<file path="config.mk">
export PLATFORM = sky130hd
export DESIGN_NAME = afc_host
export DESIGN_NICKNAME = d
export VERILOG_FILES = /design/src/afc_sync.v /design/src/afc_timer.v /design/src/afc_host.v
export VERILOG_INCLUDE_DIRS = /design/src
export SDC_FILE = /design/constraint.sdc
export NUM_CORES = 1
export LEC_CHECK = 0
export BUFFER_PORTS_ARGS = -buffer_cell sky130_fd_sc_hd__buf_2
export CAP_MARGIN = 20
export CORE_ASPECT_RATIO = 0.5
export CORE_MARGIN = 2
export CORE_UTILIZATION = 25
export DETAILED_ROUTE_END_ITERATION = 10
export PLACE_DENSITY = 0.53
export SLEW_MARGIN = 20
export SYNTH_ARGS = -nofsm -noshare
export SYNTH_HDL_FRONTEND = slang
export SYNTH_HIERARCHICAL = 1
export SYNTH_SLANG_ARGS = --single-unit
</file>
<file path="constraint.sdc">
create_clock -name pclk -period 3.7 [get_ports pclk]
set_input_delay 0.185 -clock pclk [delete_from_list [all_inputs] [get_ports pclk]]
set_output_delay 0.185 -clock pclk [all_outputs]
set_load 0.01 [all_outputs]
</file>
<file path="src/afc_defines.vh">
/*
 constants for the asynchronous fifo host controller
 assumes a 125 MHz pclk and an apb master in software
*/
`ifndef AFC_DEFINES_VH
`define AFC_DEFINES_VH
// ==========================================================
// register offsets
`define AFC_CTRL_OFF      12'h000
`define AFC_STAT_OFF      12'h004
`define AFC_WDATA_OFF     12'h008
`define AFC_RDATA_OFF     12'h00C
// ==========================================================
// control fields
`define AFC_CTRL_CLEAR    0
`define AFC_CTRL_REPLAY   1
`define AFC_CTRL_CHAIN    2
`define AFC_CTRL_FIRST    3
// ==========================================================
// status fields
`define AFC_STAT_BUSY     0
`define AFC_STAT_FULL     1
`define AFC_STAT_EMPTY    2
`define AFC_STAT_HALF     3
`define AFC_STAT_RVALID   4
`define AFC_STAT_ERR      5
// ==========================================================
// timing, ns and cycles at 8 ns
`define AFC_CLK_NS        8
`define AFC_PULSE_NS      80
`define AFC_PULSE_CYC     ((`AFC_PULSE_NS + `AFC_CLK_NS - 1) / `AFC_CLK_NS)
`define AFC_RECOV_NS      80
`define AFC_RECOV_CYC     ((`AFC_RECOV_NS + `AFC_CLK_NS - 1) / `AFC_CLK_NS)
`define AFC_CTRL_RST      4'h0
`endif

</file>
<file path="src/afc_sync.v">
/*
 two flop synchroniser for one pin
 assumes d is asynchronous to pclk
*/
`timescale 1ns/1ps
module afc_sync
#(
   parameter [0:0] RST_VAL = 1'b1
)
(
   input  wire pclk,
   input  wire presetn,
   input  wire d,
   output wire q
);
   reg s1_r;
   reg s2_r;
   // ==========================================================
   // reset level is chosen per pin; the empty flag starts at its safe side, full and half start high
   always @(posedge pclk or negedge presetn)
   begin
      if (!presetn)
      begin
         s1_r <= RST_VAL;
         s2_r <= RST_VAL;
      end
      else
      begin
         s1_r <= d;
         s2_r <= s1_r;
      end
   end
   assign q = s2_r;
endmodule // afc_sync

</file>
<file path="src/afc_timer.v">
/*
 down counter for strobe low and high times
 assumes load is a one cycle request
*/
`timescale 1ns/1ps
module afc_timer
#(
   parameter W = 8
)
(
   input  wire         pclk,
   input  wire         presetn,
   input  wire         load,
   input  wire [W-1:0] val,
   output wire         done
);
   reg [W-1:0] cnt_r;
   // ==========================================================
   always @(posedge pclk or negedge presetn)
   begin
      if (!presetn)
         cnt_r <= {W{1'b0}};
      else if (load)
         cnt_r <= val;
      else if (cnt_r != {W{1'b0}})
         cnt_r <= cnt_r - {{(W-1){1'b0}}, 1'b1};
   end
   assign done = (cnt_r == {W{1'b0}}) && !load;
endmodule // afc_timer

</file>
<file path="src/afc_host.v">
/*
 host controller driving one fifo device through its strobes
 assumes apb software master, fifo pins asynchronous to pclk
*/
// The address map and the APB register port were chosen for this implementation.
`timescale 1ns/1ps
`include "afc_defines.vh"
module afc_host
#(
   parameter DW = 9,
   parameter TW = 8
)
(
   input  wire          pclk,
   input  wire          presetn,
   input  wire          psel,
   input  wire          penable,
   input  wire          pwrite,
   input  wire [11:0]   paddr,
   input  wire [31:0]   pwdata,
   output reg  [31:0]   prdata,
   output reg           pready,
   output reg           pslverr,
   output reg           put_pulse_n,
   output reg           get_pulse_n,
   output reg           clear_n,
   output reg           first_load_or_replay,
   output reg           chain_in_sel,
   output reg  [DW-1:0] fifo_wdata,
   output reg           fifo_wdata_oe,
   input  wire [DW-1:0] fifo_rdata,
   input  wire          full_flag,
   input  wire          empty_flag,
   input  wire          chain_out_or_half_flag
);
   // ==========================================================
   // states
   localparam S_IDLE  = 3'h0;
   localparam S_LOW   = 3'h1;
   localparam S_HIGH  = 3'h2;
   localparam S_WAITF = 3'h3;
   localparam OP_WR   = 2'h0;
   localparam OP_RD   = 2'h1;
   localparam OP_CLR  = 2'h2;
   localparam OP_RPL  = 2'h3;
   // counts are whole-cycle ceilings; the timer width must hold them
   localparam integer  PULSE_I   = `AFC_PULSE_CYC;
   localparam integer  RECOV_I   = `AFC_RECOV_CYC;
   localparam [TW-1:0] PULSE_CYC = PULSE_I[TW-1:0];
   localparam [TW-1:0] RECOV_CYC = RECOV_I[TW-1:0];

   reg  [2:0]    st_r;
   reg  [1:0]    op_r;
   reg  [3:0]    ctrl_r;
   reg  [DW-1:0] rbuf_r;
   reg           rvalid_r;
   reg           err_r;
   reg           tload;
   reg  [TW-1:0] tval;
   wire          tdone;
   wire          ff_s;
   wire          ef_s;
   wire          hf_s;
   wire [DW-1:0] rd_s;
   wire          setup;
   wire          busy;

   // ==========================================================
   // pin synchronisers, one per flag and one per data bit
   // flags come from any one device of a width array, or from the
   // board's or of the flags of every chained device
   afc_sync
   #(
      .RST_VAL (1'b1)
   )
   u_ff
   (
      .pclk    (pclk),
      .presetn (presetn),
      .d       (full_flag),
      .q       (ff_s)
   );
   // empty until the device shows data, so no read slips out early
   afc_sync
   #(
      .RST_VAL (1'b0)
   )
   u_ef
   (
      .pclk    (pclk),
      .presetn (presetn),
      .d       (empty_flag),
      .q       (ef_s)
   );
   afc_sync
   #(
      .RST_VAL (1'b1)
   )
   u_hf
   (
      .pclk    (pclk),
      .presetn (presetn),
      .d       (chain_out_or_half_flag),
      .q       (hf_s)
   );
   genvar gi;
   generate
      for (gi = 0; gi < DW; gi = gi + 1)
      begin : g_rd
         afc_sync
         #(
            .RST_VAL (1'b1)
         )
         u_rd
         (
            .pclk    (pclk),
            .presetn (presetn),
            .d       (fifo_rdata[gi]),
            .q       (rd_s[gi])
         );
      end
   endgenerate

   afc_timer #(.W(TW)) u_tmr (.pclk(pclk), .presetn(presetn),
      .load(tload), .val(tval), .done(tdone));

   assign setup = psel && !penable;
   assign busy  = (st_r != S_IDLE);

   // ==========================================================
   // apb slave: no wait states, pready in first access cycle
   always @(posedge pclk or negedge presetn)
   begin
      if (!presetn)
      begin
         prdata  <= 32'h0000_0000;
         pready  <= 1'b0;
         pslverr <= 1'b0;
      end
      else
      begin
         pready  <= setup;
         pslverr <= 1'b0;
         prdata  <= 32'h0000_0000;
         if (setup)
         begin
            case (paddr)
               `AFC_CTRL_OFF:  prdata <= {28'h0000000, ctrl_r};
               `AFC_STAT_OFF:  prdata <= {26'h0, err_r, rvalid_r,
                                  hf_s | ctrl_r[`AFC_CTRL_CHAIN], ef_s,
                                  ff_s, busy};
               `AFC_RDATA_OFF: prdata <= {{(32-DW){1'b0}}, rbuf_r};
               `AFC_WDATA_OFF: prdata <= 32'h0000_0000;
               default:        pslverr <= 1'b1;
            endcase
         end
      end
   end

   // ==========================================================
   // strobe sequencer
   always @(posedge pclk or negedge presetn)
   begin
      if (!presetn)
      begin
         st_r        <= S_IDLE;
         op_r        <= OP_WR;
         ctrl_r      <= `AFC_CTRL_RST;
         rbuf_r      <= {DW{1'b0}};
         rvalid_r    <= 1'b0;
         err_r       <= 1'b0;
         put_pulse_n <= 1'b1;
         get_pulse_n <= 1'b1;
         clear_n     <= 1'b1;
         first_load_or_replay <= 1'b1;
         chain_in_sel  <= 1'b0;
         fifo_wdata    <= {DW{1'b0}};
         fifo_wdata_oe <= 1'b0;
         tload <= 1'b0;
         tval  <= {TW{1'b0}};
      end
      else
      begin
         tload <= 1'b0;
         chain_in_sel <= ctrl_r[`AFC_CTRL_CHAIN];
         if (st_r == S_IDLE)
            first_load_or_replay <= ctrl_r[`AFC_CTRL_CHAIN] ?
               ctrl_r[`AFC_CTRL_FIRST] : 1'b1;
         if (psel && penable && pready && pwrite && !pslverr)
         begin
            if (paddr == `AFC_CTRL_OFF)
            begin
               // a refused order leaves mode pins alone mid-strobe
               if (busy)
                  err_r <= 1'b1;
               else
               begin
                  ctrl_r <= pwdata[3:0];
                  if (pwdata[`AFC_CTRL_CLEAR])
                  begin
                     op_r <= OP_CLR;
                     st_r <= S_LOW;
                  end
                  else if (pwdata[`AFC_CTRL_REPLAY] &&
                           !pwdata[`AFC_CTRL_CHAIN])
                  begin
                     op_r <= OP_RPL;
                     st_r <= S_LOW;
                  end
               end
            end
            else if (paddr == `AFC_WDATA_OFF)
            begin
               if (busy || !ff_s)
                  err_r <= 1'b1;
               else
               begin
                  fifo_wdata <= pwdata[DW-1:0];
                  fifo_wdata_oe <= 1'b1;
                  op_r <= OP_WR;
                  st_r <= S_LOW;
               end
            end
            else if (paddr == `AFC_STAT_OFF)
               err_r <= 1'b0;
         end
         else if (psel && penable && pready && !pwrite &&
                  paddr == `AFC_RDATA_OFF)
         begin
            if (!busy && ef_s)
            begin
               op_r <= OP_RD;
               st_r <= S_LOW;
            end
            else if (!busy)
               err_r <= 1'b1;
            rvalid_r <= 1'b0;
         end
         case (st_r)
            S_IDLE:
            begin
               tload <= 1'b0;
            end
            S_LOW:
            begin
               case (op_r)
                  OP_WR:  put_pulse_n <= 1'b0;
                  OP_RD:  get_pulse_n <= 1'b0;
                  OP_CLR: clear_n <= 1'b0;
                  OP_RPL: first_load_or_replay <= 1'b0;
                  default: put_pulse_n <= 1'b1;
               endcase
               tval  <= PULSE_CYC;
               tload <= 1'b1;
               st_r  <= S_HIGH;
            end
            S_HIGH:
            begin
               if (tdone && !tload)
               begin
                  if (op_r == OP_RD)
                  begin
                     rbuf_r   <= rd_s;
                     rvalid_r <= 1'b1;
                  end
                  put_pulse_n <= 1'b1;
                  get_pulse_n <= 1'b1;
                  clear_n     <= 1'b1;
                  if (op_r == OP_RPL)
                     first_load_or_replay <= 1'b1;
                  tval  <= RECOV_CYC;
                  tload <= 1'b1;
                  st_r  <= S_WAITF;
               end
            end
            S_WAITF:
            begin
               if (tdone && !tload)
               begin
                  fifo_wdata_oe <= 1'b0;
                  st_r <= S_IDLE;
                  ctrl_r[`AFC_CTRL_CLEAR]  <= 1'b0;
                  ctrl_r[`AFC_CTRL_REPLAY] <= 1'b0;
               end
            end
            default: st_r <= S_IDLE;
         endcase
      end
   end
endmodule // afc_host

</file>
==> flow_summary_export.csv <==
group,metric,value,unit
status,status,"complete, no violations",
global_routing,grt_overflow,0,
die,io_pins,110,
global_routing,grt_util_all_layers,0.0912,
synth,synth_simple_gate_area_share,0.140,
critical_path,setup.worst_path.start,"u_tmr/cnt_r[0]$_DFFE_PN0N_",
placement,place.port_buffers,63,
timing,period_minus_slack,2.69,ns
clock_tree,post_cts_resized,0,
global_routing,global_route_wire_length_before_repair,10600,um
synth,ys_top_cells_by_count,"sky130_fd_sc_hd__dfrtp_1 (54), sky130_fd_sc_hd__nor2_1 (29), sky130_fd_sc_hd__dfstp_2 (26)",
critical_path,start_kind,"flip-flop",
clock_tree,clkSlewWorstSetupHoldPaths,0.06,ns
timing,timing_hold_violations_final,0,
critical_path,crit_type,"reg2reg",
die,num_rows,30,
clock_tree,cts_htree_levels,3,
critical_path,endpoint_kind,"flip-flop",
synth,ys_top_cells_by_area,"sky130_fd_sc_hd__dfrtp_1 (39%), sky130_fd_sc_hd__dfstp_2 (20%), sky130_fd_sc_hd__buf_4 (5.1%)",
timing,setup_ws,1.01,ns
die,die_height,87.7,um
cells_and_area,post_route_cells_drive_above_1_share,0.380,
power_and_ir_drop,power.internal,1.52,mW
min_path,timing.hold.worst.class,"in2reg",
synth,synth_compound_area_frac,0.0747,
power_and_ir_drop,leakage,2.04,nW
synth,synth-warning-count,6,
placement,dpl.hpwl,4500,um
clock_tree,tritoncts_clock_tree,"yes",
timing,setup_total_neg_slack,0,ns
min_path,worst_hold_startpoint,"pwdata[8]",
synth,synthXorXnorAreaFrac,0.0150,
clock_tree,cts_sink_count,80,
critical_path,r2r_start,"u_tmr/cnt_r[0]$_DFFE_PN0N_",
synth,synth_adder_area_share,0.00715,
critical_path,critical_path_required,3.91,ns
timing,final-max-slew-violation-count,0,
timing,timing.clock.skew,0.00916,ns
synth,ys_async_sr_fraction,1.00,
power_and_ir_drop,power_frac_comb,0.125,
die,core,0.0136,mm^2
power_and_ir_drop,p_switching,528,uW
drt,drc,0,
global_routing,antenna_violations_before_repair,0,
global_routing,maximum_number_of_pins_on_one_net_before_global_route_repair,81,
clock_tree,tritoncts.num_buffers,9,
synth,synth_seq_cells,80,
placement,dpl_worst_slack,0.985,ns
clock_tree,root_buffer,"sky130_fd_sc_hd__clkbuf_16",
timing,setup-violations-final,0,
power_and_ir_drop,irDropWorstVdd,160,uV
synth,post_synth_num_cell_types,54,
drt,dr.pass1.iters,4,
placement,cell_total_after_placement,529,
power_and_ir_drop,pwr-share-seq,0.485,
global_routing,grt_pass1_vias,2117,
drt,avgViaCountPerCell,3.93,
critical_path,register_to_register_setup_slack,1.01,ns
synth,yosys_most_used_dff,"sky130_fd_sc_hd__dfrtp_1",
cells_and_area,area_growth,23.8,%
synth,number_of_enable_type_register_cells_in_the_synthesized_netlist,0,
cells_and_area,post_layout_instance_count_excluding_filler_cells,558,
timing,tightestPinTransition,0.941,ns
timing,period_share,0.728,
synth,yosys.cell_count.top_type,"sky130_fd_sc_hd__dfrtp_1",
drt,detailedRoute.firstIterationViolations,105,
power_and_ir_drop,power_per_cell_area,473,mW/mm^2
drt,avgRoutedWirePerCell,11.6,um
timing,rsz0062_at_grt,"false",
synth,mean_instance_size_in_the_synthesized_netlist,12.7,um^2
timing,worst_case_headroom_to_the_max_slew_limit,0.371,
die,chipWidth,171,um
synth,synthMuxAreaShare,0.100,
cells_and_area,diodes,0,
drt,detail-route-antenna-nets,0,
power_and_ir_drop,clock_power_share,0.390,
placement,gpl.final_weighted_congestion,0.765,
job,timing.max_cap.violations,0,
synth,synth.top_cell.area_share,0.386,
die,die_area,0.0150,mm^2
synth,post_synthesis_cell_area,0.00350,mm^2
timing,highest_clock_rate,371,MHz
synth,syn_inst,276,
synth,yosysSeqAreaShare,0.581,
clock_tree,ctsLongestPathBuffers,2,
critical_path,crit_arrival,2.90,ns
clock_tree,clk-insertion-delay-late,0.33,ns
synth,combinational_family_with_the_most_area_after_synthesis,"simple AND/OR/NAND/NOR gates",
critical_path,crit_fanout,11,
power_and_ir_drop,sw_frac_of_total,0.257,
drt,vias,2194,
synth,synth.largest_area_cell,"sky130_fd_sc_hd__dfrtp_1",
die,start_util,0.257,
cells_and_area,final_nets,424,
drt,route.final.wire_length,6470,um
[per-stage QoR]
step	hold WS (ns)	utilization	instance area [um^2]	total power [mW]
2_1_floorplan	-0.111	-	3610	1.20
3_3_place_gp	0.292	0.288	3930	1.25
3_5_place_dp	0.291	0.288	3930	1.26
4_1_cts	0.0559	0.317	4320	2.08
5_1_grt	0.0752	0.318	4340	2.17
6_report	0.0874	0.318	4340	2.05
[layer usage]
metal  vias up  wire length (um)  track usage
met5         -                 0            0
met4         0                69       0.0370
met3         6               193       0.0249
met2        41              3210        0.150
met1      1077              3000        0.115
li1       1070                 -            -
[cell type report]
cell class                      instances  area, um^2
Sequential cell                        80        2030
Clock buffer                           10         229
Clock inverter                          6        42.5
Inverter                               10        37.5
Fill cell                            1368        9290
Multi-Input combinational cell        183        1290
Timing Repair Buffer                   77         459
Tap cell                              192         240
[worst max-delay path, cell delays in order (launching register included)]
cell                       delay [ns]
sky130_fd_sc_hd__dfrtp_1         0.39
sky130_fd_sc_hd__inv_1           0.11
sky130_fd_sc_hd__ha_1            0.19
sky130_fd_sc_hd__or4b_4          0.48
sky130_fd_sc_hd__nor3_4          0.36
sky130_fd_sc_hd__nand2b_1        0.17
sky130_fd_sc_hd__o211ai_2        0.13
sky130_fd_sc_hd__and3b_1         0.19
sky130_fd_sc_hd__buf_4           0.23
sky130_fd_sc_hd__mux2_4          0.32
[repair_timing]
action,in CTS,in global routing
endpoints found under the hold margin,12,54
hold buffers,12,1
buffers inserted,0,0
[power by group through the flow]
stage | Sequential (mW) | Clock (mW) | Combinational [mW]
floorplan | 0.996 | 0 | 0.200
global placement | 1.01 | 0 | 0.242
detailed placement | 1.01 | 0 | 0.249
CTS | 0.995 | 0.827 | 0.261
global route | 1.00 | 0.870 | 0.295
finish | 0.995 | 0.800 | 0.257
[layout by cell type, fill, tap and decap left out, types with 2 or more instances in the layout]
master | synthesis | layout
sky130_fd_sc_hd__mux2_2 | 12 | 12
sky130_fd_sc_hd__a211oi_1 | 4 | 4
sky130_fd_sc_hd__nor2b_1 | 4 | 4
sky130_fd_sc_hd__clkinv_2 | 0 | 2
sky130_fd_sc_hd__nor3_1 | 6 | 6
sky130_fd_sc_hd__and2_1 | 4 | 4
sky130_fd_sc_hd__buf_2 | 2 | 62
sky130_fd_sc_hd__or3_1 | 3 | 3
sky130_fd_sc_hd__o21ai_0 | 5 | 5
sky130_fd_sc_hd__dfrtp_1 | 54 | 54
sky130_fd_sc_hd__clkinv_4 | 0 | 2
sky130_fd_sc_hd__nor4_2 | 2 | 2
sky130_fd_sc_hd__nor2_1 | 29 | 29
sky130_fd_sc_hd__mux2i_1 | 8 | 8
sky130_fd_sc_hd__o32a_1 | 2 | 2
sky130_fd_sc_hd__xnor2_1 | 4 | 4
sky130_fd_sc_hd__conb_1 | 1 | 30
sky130_fd_sc_hd__nand3b_1 | 2 | 2
sky130_fd_sc_hd__mux2_4 | 9 | 9
sky130_fd_sc_hd__nor3b_1 | 2 | 2
sky130_fd_sc_hd__a31oi_1 | 5 | 5
sky130_fd_sc_hd__ha_1 | 2 | 2
sky130_fd_sc_hd__o21a_1 | 3 | 3
sky130_fd_sc_hd__nand2b_1 | 3 | 3
sky130_fd_sc_hd__dfstp_2 | 26 | 26
sky130_fd_sc_hd__nand2_1 | 10 | 10
sky130_fd_sc_hd__inv_1 | 10 | 10
sky130_fd_sc_hd__xor2_1 | 2 | 2
sky130_fd_sc_hd__clkbuf_16 | 0 | 9
sky130_fd_sc_hd__a21oi_1 | 9 | 9
sky130_fd_sc_hd__dlygate4sd3_1 | 0 | 13
[registers in the layout, summed over array words and instances (netlist names), 2 cells and up]
register,cells
st_r,3
ctrl_r,4
op_r,2
fifo_wdata,9
prdata,9
g_rd.u_rd/q,9
u_tmr/cnt_r,8
g_rd.u_rd/s1_r,9
rbuf_r,9
[path summary, 6_finish.rpt]
kind,end,depth (start not counted)
worst min-delay path,fifo_wdata[8]$_DFFE_PN0P_,2
worst min register to register,u_ef/q$_DFF_PN0_,0
max in group asynchronous,pready$_DFF_PN0_,2
worst max-delay path,rbuf_r[7]$_DFFE_PN0P_,9
worst max register to register,rbuf_r[7]$_DFFE_PN0P_,9
min in group asynchronous,fifo_wdata[8]$_DFFE_PN0P_,2
[kinds of logic after synthesis]
family          count (synthesis)
xor+xnor                        6
other cells                     1
mux                            29
flops                          80
fa+ha+maj                       2
buf+inv                        42
simple gates                   79
compound gates                 37
Note: power is estimated with default switching activity, not from simulation.
